$ cat config.mk
export PLATFORM = sky130hd
export DESIGN_NAME = srw_top
export DESIGN_NICKNAME = d
export VERILOG_FILES = /design/src/hdl/srw_pkg.sv /design/src/hdl/srw_sync.sv /design/src/hdl/srw_top.sv
export VERILOG_INCLUDE_DIRS = /design/src /design/src/hdl
export SDC_FILE = /design/constraint.sdc
export NUM_CORES = 1
export LEC_CHECK = 0
export BUFFER_PORTS_ARGS = -buffer_cell sky130_fd_sc_hd__buf_2
export CORE_ASPECT_RATIO = 0.9
export CORE_UTILIZATION = 35
export CTS_BUF_LIST = sky130_fd_sc_hd__clkbuf_4
export CTS_CLUSTER_SIZE = 24
export DETAILED_ROUTE_END_ITERATION = 16
export HOLD_SLACK_MARGIN = 0.1
export MAX_ROUTING_LAYER = met4
export PLACE_DENSITY = 0.56
export SYNTH_ARGS = -nofsm -noshare
export SYNTH_HDL_FRONTEND = slang
export SYNTH_SLANG_ARGS = --single-unit
$ cat constraint.sdc
create_clock -name CLOCK -period 2.95 [get_ports CLOCK]
set_input_delay 0.1475 -clock CLOCK [delete_from_list [all_inputs] [get_ports CLOCK]]
set_output_delay 0.1475 -clock CLOCK [all_outputs]
set_load 0.02 [all_outputs]
$ cat src/hdl/srw_defines.svh
// timing constants for the supervisor reset watchdog
`ifndef SRW_DEFINES_SVH
`define SRW_DEFINES_SVH
`define SRW_CLK_PERIOD_NS   100
`define SRW_HOLD_NS         200000000
`define SRW_HOLD_CYC        (`SRW_HOLD_NS / `SRW_CLK_PERIOD_NS)
`define SRW_WDT_NS          1600000000
`define SRW_WDT_CYC         (`SRW_WDT_NS / `SRW_CLK_PERIOD_NS)
`define SRW_MR_GLITCH_NS    100
`define SRW_MR_GLITCH_CYC   ((`SRW_MR_GLITCH_NS + `SRW_CLK_PERIOD_NS - 1) / `SRW_CLK_PERIOD_NS + 1)
`define SRW_TB_DIV          10
`endif

$ cat src/hdl/srw_pkg.sv
// types for the supervisor reset watchdog
package srw_pkg;
  typedef enum logic [1:0] {ST_IDLE, ST_HELD, ST_HOLD} srw_state_type;
endpackage : srw_pkg

$ cat src/hdl/srw_sync.sv
// two-flop synchroniser with edge output
`timescale 1ns/1ps
`default_nettype none
module srw_sync (
  input  wire logic clk,
  input  wire logic rst,
  input  wire logic din,
  output logic      dout,
  output logic      edge_seen
);
  logic m_q;   // first stage, read only by s_q
  logic s_q;   // second stage
  logic p_q;   // previous synced value
  // sample, resync and remember
  always_ff @(posedge clk or posedge rst) begin
    if (rst) begin
      m_q <= 1'b1;
      s_q <= 1'b1;
      p_q <= 1'b1;
    end else begin
      m_q <= din;
      s_q <= m_q;
      p_q <= s_q;
    end
  end
  assign dout      = s_q;
  assign edge_seen = s_q ^ p_q;
endmodule : srw_sync
`default_nettype wire

$ cat src/hdl/srw_top.sv
// supervisor reset watchdog top
// Functional notes
// RULE_01: any trigger gives a 200ms reset pulse
// RULE_02: reset held while manual or supply low
// RULE_03: 200ms more after each cause ends
// RULE_04: high reset is inverse of low reset
// RULE_05: supply drop restarts the hold timer
// RULE_06: no strobe edge for 1.6s asserts reset
// RULE_07: strobe edges and reset clear watchdog
// RULE_08: 50ns strobe pulses count as toggles; here a pulse must be held a clock to be seen
// RULE_09: watchdog stopped in reset, runs after
// RULE_10: floating strobe disables the watchdog
// RULE_11: weak drive low 7/8, high 1/8; here it is high only about 3 clocks, until its own edge clears the counter
// RULE_12: floating strobe serviced about every 1.4s
// RULE_13: bouncing switch gives one clean reset
// RULE_14: host pulses strobe within first 7/8
// RULE_15: host sets strobe high and low apart
// RULE_16: manual pulses of 100ns or less ignored
// RULE_17: timebase counted, separate hold/watchdog counters
`timescale 1ns/1ps
`default_nettype none
`include "srw_defines.svh"
module srw_top
  import srw_pkg::*;
#(
  parameter int HOLD_CYC = `SRW_HOLD_CYC,  // 200ms hold
  parameter int WDT_CYC  = `SRW_WDT_CYC,   // 1.6s timeout
  parameter int TB_DIV   = `SRW_TB_DIV     // timebase divider
) (
  input  wire logic CLOCK,
  input  wire logic RESET,
  input  wire logic SUPPLY_LOW,        // supply below threshold, active high
  input  wire logic MANUAL_RESET_N,    // manual reset, active low
  input  wire logic WATCHDOG_STROBE_IN,// strobe pin level (resolved wire)
  output logic      WATCHDOG_STROBE_OUT, // weak internal drive value
  output logic      WATCHDOG_STROBE_OE,  // weak drive enable
  output logic      RESET_N_OUT,       // active-low reset to processor
  output logic      RESET_OUT          // active-high reset
);
  localparam int MRG = `SRW_MR_GLITCH_CYC;
  localparam int TBW = $clog2(TB_DIV + 1);
  localparam int HW  = $clog2(HOLD_CYC / TB_DIV + 2);
  localparam int WW  = $clog2(WDT_CYC / TB_DIV + 2);
  localparam int MW  = $clog2(MRG + 2);
  localparam logic [HW-1:0] HOLD_T = HW'(HOLD_CYC / TB_DIV);
  localparam logic [WW-1:0] WDT_T  = WW'(WDT_CYC / TB_DIV);
  localparam logic [WW-1:0] HI_T   = WW'((WDT_CYC / TB_DIV) * 7 / 8);

  // module state, apart from the manual and strobe synchronisers
  typedef struct packed {
    srw_state_type   st;
    logic [TBW-1:0]  tb;    // timebase divider
    logic [HW-1:0]   hold;  // hold counter
    logic [WW-1:0]   wdt;   // watchdog counter
    logic [MW-1:0]   mrc;   // manual low filter count
    logic            rst_n; // registered reset output
    logic            sup_m, sup_s; // supply synchroniser
  } srw_st_type;
  srw_st_type s_q, s_d;

  logic mr_s, mr_unused, wd_s, wd_edge, tick, mr_low, cause;

  // manual and strobe pins are asynchronous
  srw_sync u_mr (.clk(CLOCK), .rst(RESET), .din(MANUAL_RESET_N),
                 .dout(mr_s), .edge_seen(mr_unused));
  srw_sync u_wd (.clk(CLOCK), .rst(RESET), .din(WATCHDOG_STROBE_IN),
                 .dout(wd_s), .edge_seen(wd_edge));

  // 50ns pulses are shorter than a clock; a real part latches them
  // asynchronously, here the strobe must be held a cycle to be seen
  assign tick   = (s_q.tb == TBW'(TB_DIV - 1));                  // RULE_17
  assign mr_low = (s_q.mrc >= MW'(MRG));                          // RULE_16
  assign cause  = s_q.sup_s | mr_low;                             // RULE_02

  // next-state logic
  always_comb begin
    s_d = s_q;
    s_d.sup_m = SUPPLY_LOW;
    s_d.sup_s = s_q.sup_m;
    s_d.tb = tick ? '0 : s_q.tb + TBW'(1);                          // RULE_17
    // manual low must persist beyond glitch width; bounce restarts it
    if (mr_s) begin
      s_d.mrc = '0;                                                 // RULE_13
    end else if (!mr_low) begin
      s_d.mrc = s_q.mrc + MW'(1);                                   // RULE_16
    end
    case (s_q.st)
      ST_IDLE: begin
        s_d.rst_n = 1'b1;
        if (cause) begin
          s_d.st = ST_HELD;                                         // RULE_02
          s_d.rst_n = 1'b0;
        end else if (wd_edge) begin
          s_d.wdt = '0;                                             // RULE_07 RULE_08
        end else if (tick) begin
          if (s_q.wdt == WDT_T - WW'(1)) begin
            s_d.st = ST_HOLD;                                       // RULE_06
            s_d.rst_n = 1'b0;
            s_d.hold = '0;
            s_d.wdt = '0;
          end else begin
            s_d.wdt = s_q.wdt + WW'(1);
          end
        end
      end
      ST_HELD: begin
        s_d.wdt = '0;                                               // RULE_09
        s_d.rst_n = 1'b0;
        s_d.hold = '0;                                              // RULE_05
        if (!cause) begin
          s_d.st = ST_HOLD;                                         // RULE_03
        end
      end
      default: begin
        s_d.wdt = '0;                                               // RULE_09
        s_d.rst_n = 1'b0;
        if (cause) begin
          s_d.st = ST_HELD;                                         // RULE_05
          s_d.hold = '0;
        end else if (tick) begin
          if (s_q.hold == HOLD_T - HW'(1)) begin
            s_d.st = ST_IDLE;                                       // RULE_01 RULE_03
            s_d.rst_n = 1'b1;
          end else begin
            s_d.hold = s_q.hold + HW'(1);
          end
        end
      end
    endcase
  end

  // state register; power-up enters the hold as a fresh reset
  always_ff @(posedge CLOCK or posedge RESET) begin
    if (RESET) begin
      s_q <= '{st: ST_HOLD, tb: '0, hold: '0, wdt: '0, mrc: '0,
               rst_n: 1'b0, sup_m: 1'b1, sup_s: 1'b1};
    end else begin
      s_q <= s_d;
    end
  end

  // weak drive follows the watchdog counter; floating pin toggles high
  // at 7/8 and the edge clears the counter before timeout
  assign WATCHDOG_STROBE_OUT = (s_q.wdt >= HI_T);                  // RULE_11 RULE_12 RULE_10
  assign WATCHDOG_STROBE_OE  = 1'b1;
  assign RESET_N_OUT = s_q.rst_n;
  assign RESET_OUT   = ~s_q.rst_n;                                  // RULE_04
endmodule : srw_top
`default_nettype wire
==> implementation parameters, run 1 <==
Parameter                              Value

Global route
  Via count of the first global-routing pass ... 2071
  Wire length of the first global-routing pass ... around 10000 um
  Maximum number of pins on one net before global-route repair ... 27
  Gr ovfl total ... 0
  GR Util All Layers ... 15.2%
  Number of antenna violations at the first check in global routing ... 0

Route
  Average wire length per cell after detail routing ... 14.3 um
  Antenna violation net count after detailed routing ... 0
  Avg Vias per Cell ... around 5.7
  First-pass DRT Iterations ... 4
  Residual DRC ... 0
  Wire length reported by the detailed router ... roughly 6000 um
  Iter 0 DRT Violations ... around 150
  Vias ... between 2000 and 2500

Timing
  Post-route clock skew ... 15.6 ps
  Measured slew at the worst slew-check pin ... around 800 ps
  Worst slew slack as a fraction of its limit ... a little under half
  Accumulated negative setup slack ... 0 ps
  Shortest period the worst path allows ... 2390 ps
  Highest attainable clock frequency ... 418 MHz
  Period utilisation layout ... around four fifths
  RSZ-0062 raised after global routing ... no
  Max-slew violations ... 0
  Number of hold-slack violations in the final timing report ... 0
  Finish-stage setup viols ... 0
  Worst hold slack after final layout ... 353 ps

Floorplanning
  Die H ... about 89 um
  Placeable core region ... approximately 8100 um2
  Die width ... between 90 and 100 um
  Number of rows created at floorplan ... 31
  Io pins ... 9
  Die footprint ... about 8800 um2
  Initial Util ... a little over a third

Finish
  Commonest non-fill, non-tap cells in the layout ... 47 x sky130_fd_sc_hd__dfrtp_1, 26 x sky130_fd_sc_hd__nand2_1, 18 x sky130_fd_sc_hd__nor2_1
  Layout Nets ... 331
  Post-synthesis to final-layout area growth ... 8.35%
  Filler Cell Count ... 790
  Share of final-layout standard cells stronger than drive strength 1 ... around 13%
  Diodes inserted ... 0
  Non-filler cells, final ... 422
  Leading cell type in the layout, fill and taps excluded ... sky130_fd_sc_hd__dfrtp_1

Logic synthesis
  Distinct cell type count after synthesis ... 57
  Dominant cells by area after synthesis ... sky130_fd_sc_hd__dfrtp_1 40%, sky130_fd_sc_hd__dfstp_2 7.1%, sky130_fd_sc_hd__nand2_1 3.3%
  Flop and latch count out of synthesis ... 55
  Average size of a mapped cell ... just under 10 um2
  Warnings, synthesis ... 0
  Syn Nets ... about 320
  Cell accounting for the most synthesized area ... sky130_fd_sc_hd__dfrtp_1
  Netlist area before placement ... ~3000 um2
  Dominant synthesized flop cell ... sky130_fd_sc_hd__dfrtp_1
  EDFF count, synth ... 0
  Area share of the largest cell type after synthesis ... around two fifths
  Seq/Total Area, Yosys ... 46.8%
  Fraction of registers with async set or reset after synthesis ... 100%
  Instance count of the mapped netlist ... just over 300

Clocking
  Clock input transition at the sequential cells of the worst setup and hold paths ... ~150 ps
  # Post-CTS Setup Buffers ... 0
  Post_cts resized ... 0
  Clock buffer count from CTS ... 5
  Clk Latency, worst-skew pair ... roughly 370 ps
  CTS H-Tree Depth ... 2
  Number of sinks driven by the clock tree ... 55
  Root cell of the clock tree ... sky130_fd_sc_hd__clkbuf_4
  Clock tree from TritonCTS ... yes
  Maximum count of clock buffers along a single path ... 2

Placement
  DP Cell Count ... about 400
  Number of port buffers ... 7
  Final Wtd Congestion ... slightly below 0.8
  HPWL after detailed placement ... 4260 um

Setup path
  Required time of the critical path ... ~3300 ps
  Crit end category ... flop
  Critical path type ... flop to flop
  Data arrival, critical path ... 2710 ps
  Maximum fanout encountered on the critical timing path ... 12
  Critical Path Source Type ... flop

Min path
  Min-Delay Path Class ... input pin to asynchronous set/reset pin

Run status
  Run status ... finished clean

Power
  VDD IR-drop max ... 0.311 mV
  Pwr/cell area ... 489 nW/um2
  Leakage power total ... 1.29 nW

Run
  Number of max-cap violations ... 0
-- state kept, by name, summed over array words and instances (netlist names) --
signal,count
RESET_N_OUT,1
s_d,1
s_q,48
u_mr.dout,1
u_mr.m_q,1
u_wd.dout,1
u_wd.m_q,1
u_wd.p_q,1
-- area by class of cell --
cell class	count	area, um2	area share, %
Multi-Input combinational cell	231	1500	46.7
Sequential cell	55	1390	43.1
Tap cell	99	124	3.86
Timing Repair Buffer	13	90.1	2.80
Inverter	16	60.1	1.87
Clock buffer	6	45.0	1.40
Clock inverter	2	7.51	0.234
-- worst paths after layout --
path	from	depth (start not counted)	slack (ps)	to
max in group asynchronous	RESET	4	1890	s_q[0]
min in group CLOCK	u_mr.m_q	0	370	u_mr.dout
worst max-delay path	s_q[4]	6	560	s_q[43]
worst min-delay path	RESET	3	350	s_q[45]
worst max register to register	s_q[4]	6	560	s_q[43]
worst min register to register	u_mr.m_q	0	370	u_mr.dout
-- cells in the mapped netlist (9+ instances only) --
cell	count
sky130_fd_sc_hd__nand4_1	9
sky130_fd_sc_hd__nor2_1	18
sky130_fd_sc_hd__and3_1	9
sky130_fd_sc_hd__a21oi_1	14
sky130_fd_sc_hd__nand3_1	15
sky130_fd_sc_hd__o21ai_0	15
sky130_fd_sc_hd__nand2_1	26
sky130_fd_sc_hd__nor3_1	10
sky130_fd_sc_hd__xnor2_1	10
sky130_fd_sc_hd__inv_1	16
sky130_fd_sc_hd__dfrtp_1	47
sky130_fd_sc_hd__o21ai_1	9
-- routing by layer --
metal | up-vias | share of wire, % | GRT usage (%)
met1 | 1147 | 53 | 22.2
met3 | 4 | 3.6 | 2.89
li1 | 1183 | - | -
met5 | - | 0 | -
met4 | 0 | 0.70 | 5.02
met2 | 57 | 42 | 20.9
-- power breakdown --
| group | internal (mW) | total (mW) | switching [mW] | leakage (nW) |
|---|---|---|---|---|
| logic | 0.124 | 0.416 | 0.292 | 0.536 |
| clock network | 0.0984 | 0.323 | 0.225 | 0.0307 |
| registers | 0.800 | 0.833 | 0.0328 | 0.725 |
| total | 1.02 | 1.57 | 0.550 | 1.29 |
-- worst max-delay path, stage by stage, from the launching register on --
cell and delay, ps:
sky130_fd_sc_hd__dfrtp_1 450, sky130_fd_sc_hd__ha_1 250, sky130_fd_sc_hd__nor3_1 300, sky130_fd_sc_hd__and2_1 430, sky130_fd_sc_hd__o211ai_1 400, sky130_fd_sc_hd__nor4_1 380, sky130_fd_sc_hd__a211o_1 140
-- through the flow --
stage | power [mW] | worst slack (ps) | util (%) | instance area [um2]
after floorplan | 1.16 | 909 | - | 2970
after global placement | 1.26 | 731 | 38.3 | 3120
after detailed placement | 1.27 | 629 | 38.3 | 3120
after CTS | 1.60 | 592 | 39.4 | 3210
after global routing | 1.68 | 418 | 39.4 | 3210
final | 1.57 | 556 | 39.4 | 3210
-- timing repair --
action,in CTS,in global routing
hold endpoints to repair,26,0
hold buffers,4,0
endpoints found under the setup margin,0,0
-- cell families after synthesis --
group,count (synthesis),share of synthesized area [%]
buffers and inverters,20,2.66
flip-flops,55,46.8
AND/OR/NAND/NOR,127,24.0
AO/OA/AOI/OAI,85,20.5
XOR/XNOR,10,2.95
adder cells (fa/ha/maj),4,1.69
other,1,0.126
multiplexers,4,1.39
No activity file was read; power rests on OpenSTA's default activity.
==> run 2: changes to the inputs <==
--- a/config.mk
+++ b/config.mk
@@ -6,6 +6,7 @@
 export SDC_FILE = /design/constraint.sdc
 export NUM_CORES = 1
 export LEC_CHECK = 0
+export ABC_AREA = 1
 export BUFFER_PORTS_ARGS = -buffer_cell sky130_fd_sc_hd__buf_2
 export CORE_ASPECT_RATIO = 0.9
 export CORE_UTILIZATION = 35
==> constraint.sdc (replaced) <==
create_clock -name CLOCK -period 2.5 [get_ports CLOCK]
set_input_delay 0.125 -clock CLOCK [delete_from_list [all_inputs] [get_ports CLOCK]]
set_output_delay 0.125 -clock CLOCK [all_outputs]
set_load 0.02 [all_outputs]
==> implementation parameters, run 2 <==
Parameter                              Value

Logic synthesis
  Netlist area before placement ... 3340 um2 (+12%)
  Instance count of the mapped netlist ... 456 (+49%)
  Average size of a mapped cell ... 7.32 um2 (-25%)
  Syn Nets ... 465 (+48%)
  Share of synthesized cell area in full adder, half adder and majority cells ... 1.50% (-0.19 points)
  Mux share of post-synthesis cell area ... 0% (-1.4 points)
  Dominant synthesized flop cell ... sky130_fd_sc_hd__dfrtp_1
  Warnings, synthesis ... 0 (unchanged)
  Most numerous cell types in the synthesized netlist ... 110 x sky130_fd_sc_hd__nand2_1, 66 x sky130_fd_sc_hd__nor2_1, 47 x sky130_fd_sc_hd__dfrtp_1, 46 x sky130_fd_sc_hd__inv_1, 41 x sky130_fd_sc_hd__nand3_1
  Post-synthesis share of cell area spent on and, or, nand and nor gates ... 36.7% (+13 points)
  Dominant cells by area after synthesis ... sky130_fd_sc_hd__dfrtp_1 35%, sky130_fd_sc_hd__nand2_1 12%, sky130_fd_sc_hd__nor2_1 7.4%
  Cell accounting for the most synthesized area ... sky130_fd_sc_hd__dfrtp_1
  Distinct cell type count after synthesis ... 37 (-35%)
  Largest family of logic cells by synthesized area ... simple AND/OR/NAND/NOR gates
  Seq/Total Area, Yosys ... 41.6% (-5.2 points)
  XOR/XNOR Fraction of Synth Area ... 3.41% (+0.46 points)
  Area fraction in compound gates after synthesis ... 8.14% (-12 points)
  EDFF count, synth ... 0 (unchanged)
  Flop and latch count out of synthesis ... 55 (unchanged)
  Count leader, synth ... sky130_fd_sc_hd__nand2_1
  Area share of the largest cell type after synthesis ... 35.3% (-4.4 points)
  Fraction of registers with async set or reset after synthesis ... 100% (unchanged)

Setup path
  Maximum fanout encountered on the critical timing path ... 10 (-2)
  Data arrival, critical path ... 2420 ps (-290 ps)
  Crit-path max cell delay ... 450 ps (about the same)
  Critical Path Source Type ... flop
  Required time of the critical path ... 2790 ps (-470 ps)
  Sequence of cells on the critical path ... ha_1, nor2_2, nand2_2, nand2_2, nand2_2, inv_2, nand2_1, inv_2, nor2_1
  Slack of the worst reg-to-reg path ... 370 ps (-190 ps)
  Crit end category ... flop
  Critical path type ... flop to flop
  Cell repeated most along the worst path ... sky130_fd_sc_hd__nand2_2
  Critical-path top delay cell ... sky130_fd_sc_hd__dfrtp_1

Route
  Avg Vias per Cell ... 4.87 (-14%)
  Iter 0 DRT Violations ... 184 (+21%)
  Residual DRC ... 0 (unchanged)
  Wire length reported by the detailed router ... 7180 um (+19%)
  First-pass DRT Iterations ... 5 (+1)
  Average wire length per cell after detail routing ... 12.2 um (-15%)
  Antenna violation net count after detailed routing ... 0 (unchanged)
  Vias ... 2877 (+20%)

Timing
  Worst slew slack as a fraction of its limit ... 62.1% (+16 points)
  Shortest period the worst path allows ... 2130 ps (-261 ps)
  Accumulated negative setup slack ... 0 ps (unchanged)
  Worst hold slack after final layout ... 324 ps (-28.8 ps)
  Highest attainable clock frequency ... 469 MHz (+12%)
  Max-slew violations ... 0 (unchanged)
  RSZ-0062 raised after global routing ... no
  Measured slew at the worst slew-check pin ... 568 ps (-234 ps)
  Post-route clock skew ... 6.10 ps (-9.53 ps)
  Finish-stage setup viols ... 0 (unchanged)
  Period utilisation layout ... 85.3% (+4.2 points)
  Number of hold-slack violations in the final timing report ... 0 (unchanged)

Run status
  Run status ... finished clean

Floorplanning
  Placeable core region ... 9170 um2 (+13%)
  Die width ... 105 um (+5.9%)
  Io pins ... 9 (unchanged)
  Die footprint ... 9930 um2 (+12%)
  Number of rows created at floorplan ... 33 (+6.5%)
  Die H ... 94.6 um (+5.9%)
  Initial Util ... 36.4% (about the same)

Finish
  Number of flip-flops in the largest register ... 48 (unchanged)
  Multi-input logic area ... 1660 um2 (+11%)
  Filler Cell Count ... 967 (+22%)
  Layout Nets ... 477 (+44%)
  Share of final-layout standard cells stronger than drive strength 1 ... 13.6% (+0.95 points)
  Commonest non-fill, non-tap cells in the layout ... 110 x sky130_fd_sc_hd__nand2_1, 66 x sky130_fd_sc_hd__nor2_1, 47 x sky130_fd_sc_hd__dfrtp_1, 45 x sky130_fd_sc_hd__inv_1, 41 x sky130_fd_sc_hd__nand3_1
  Diodes inserted ... 0 (unchanged)
  Post-synthesis to final-layout area growth ... 8.85%
  Non-filler cells, final ... 591 (+40%)
  Leading cell type in the layout, fill and taps excluded ... sky130_fd_sc_hd__nand2_1
  Sequential cell area ... 1390 um2 (unchanged)
  Register name with the most flops ... s_q

Clocking
  CTS H-Tree Depth ... 2 (unchanged)
  Clock input transition at the sequential cells of the worst setup and hold paths ... 160 ps (about the same)
  Clk Latency, worst-skew pair ... 380 ps (about the same)
  Number of sinks driven by the clock tree ... 55 (unchanged)
  # Post-CTS Setup Buffers ... 0 (unchanged)
  Clock buffer count from CTS ... 5 (unchanged)
  Maximum count of clock buffers along a single path ... 2 (unchanged)
  Clock tree from TritonCTS ... yes
  Root cell of the clock tree ... sky130_fd_sc_hd__clkbuf_4

Global route
  Wire length of the first global-routing pass ... 12400 um (+22%)
  Maximum number of pins on one net before global-route repair ... 30 (+11%)
  Via count of the first global-routing pass ... 2598 (+25%)
  Gr ovfl total ... 0 (unchanged)
  GR Util All Layers ... 16.2% (+0.98 points)
  Number of antenna violations at the first check in global routing ... 0 (unchanged)

Power
  Pwr/cell area ... 680 nW/um2 (+39%)
  Leakage power total ... 1.63 nW (+26%)
  VDD IR-drop max ... 0.535 mV (+72%)

Min path
  Min-Delay Path Class ... input pin to asynchronous set/reset pin

Placement
  HPWL after detailed placement ... 5250 um (+23%)
  Number of port buffers ... 7 (unchanged)
  DP Cell Count ... 579 (+41%)
  Final Wtd Congestion ... 0.828 (+5.8%)

Run
  Number of max-cap violations ... 0 (unchanged)
## run 2: changes by cell type in the layout (fill, tap and decap cells not counted), moves of 7 or more
cell	change
sky130_fd_sc_hd__xor2_1	+7
sky130_fd_sc_hd__nand2_2	+10
sky130_fd_sc_hd__nand2_1	+84
sky130_fd_sc_hd__nor2_1	+48
sky130_fd_sc_hd__and3_1	-8
sky130_fd_sc_hd__inv_1	+30
sky130_fd_sc_hd__nand3_1	+26
sky130_fd_sc_hd__inv_2	+11
## run 2: worst paths after layout
check,to,depth (start not counted),start
min in group CLOCK,u_wd.m_q,2,WATCHDOG_STROBE_IN
max reg2reg,s_q[17],9,s_q[4]
min reg2reg,s_q[0],0,s_d[0]
max,s_q[17],9,s_q[4]
max in group asynchronous,s_q[49],4,RESET
min,s_q[7],3,RESET
## run 2: worst max-delay path, delay by kind of cell (launching register included)
kind	cells	cell delay [ps]
flops	1	450
fa+ha+maj	1	240
simple gates	6	950
buf+inv	2	400
## run 2: kinds of logic (layout without fill, tap and decap cells)
kind of cell,after synthesis,count (layout)
simple gates,270,270
buf+inv,66,79
flops,55,55
compound gates,47,47
xor+xnor,13,13
fa+ha+maj,4,4
other cells,1,1
## run 2: area by class of cell
cell class                 count  share of cell area [%]
multi-input combinational    335                    45.8
tap                          122                    4.20
sequential                    55                    38.2
clock buffer                   5                    1.03
clock inverter                 3                    1.86
timing repair buffer          14                    3.03
inverter                      57                    5.89
## run 2: power by group
part	total, mW	internal [mW]	leakage [nW]	switching [mW]
clock network	0.605	0.311	0.0514	0.294
logic	0.810	0.211	0.854	0.599
registers	1.05	0.962	0.725	0.0904
## run 2: metal layers
metal	vias up	part of all wire, %	global-route usage (%)
met5	-	0	-
met4	0	1.1	4.46
met3	6	4.0	2.48
met2	59	43	24.5
met1	1321	51	22.5
li1	1491	-	-
## run 2: per-stage QoR
stage	power (mW)	util, %	area [um2]	worst slack, ps
floorplan	1.77	-	3340	727
global placement	1.86	38.0	3490	430
detailed placement	1.88	38.0	3490	383
CTS	2.50	39.6	3630	365
global route	2.64	39.6	3630	214
finish	2.47	39.6	3630	366
## run 2: what timing repair did
action	in CTS	in global routing
hold buffers	4	0
endpoints found under the setup margin	0	0
hold endpoints to repair	23	0
gates resized for setup	0	0
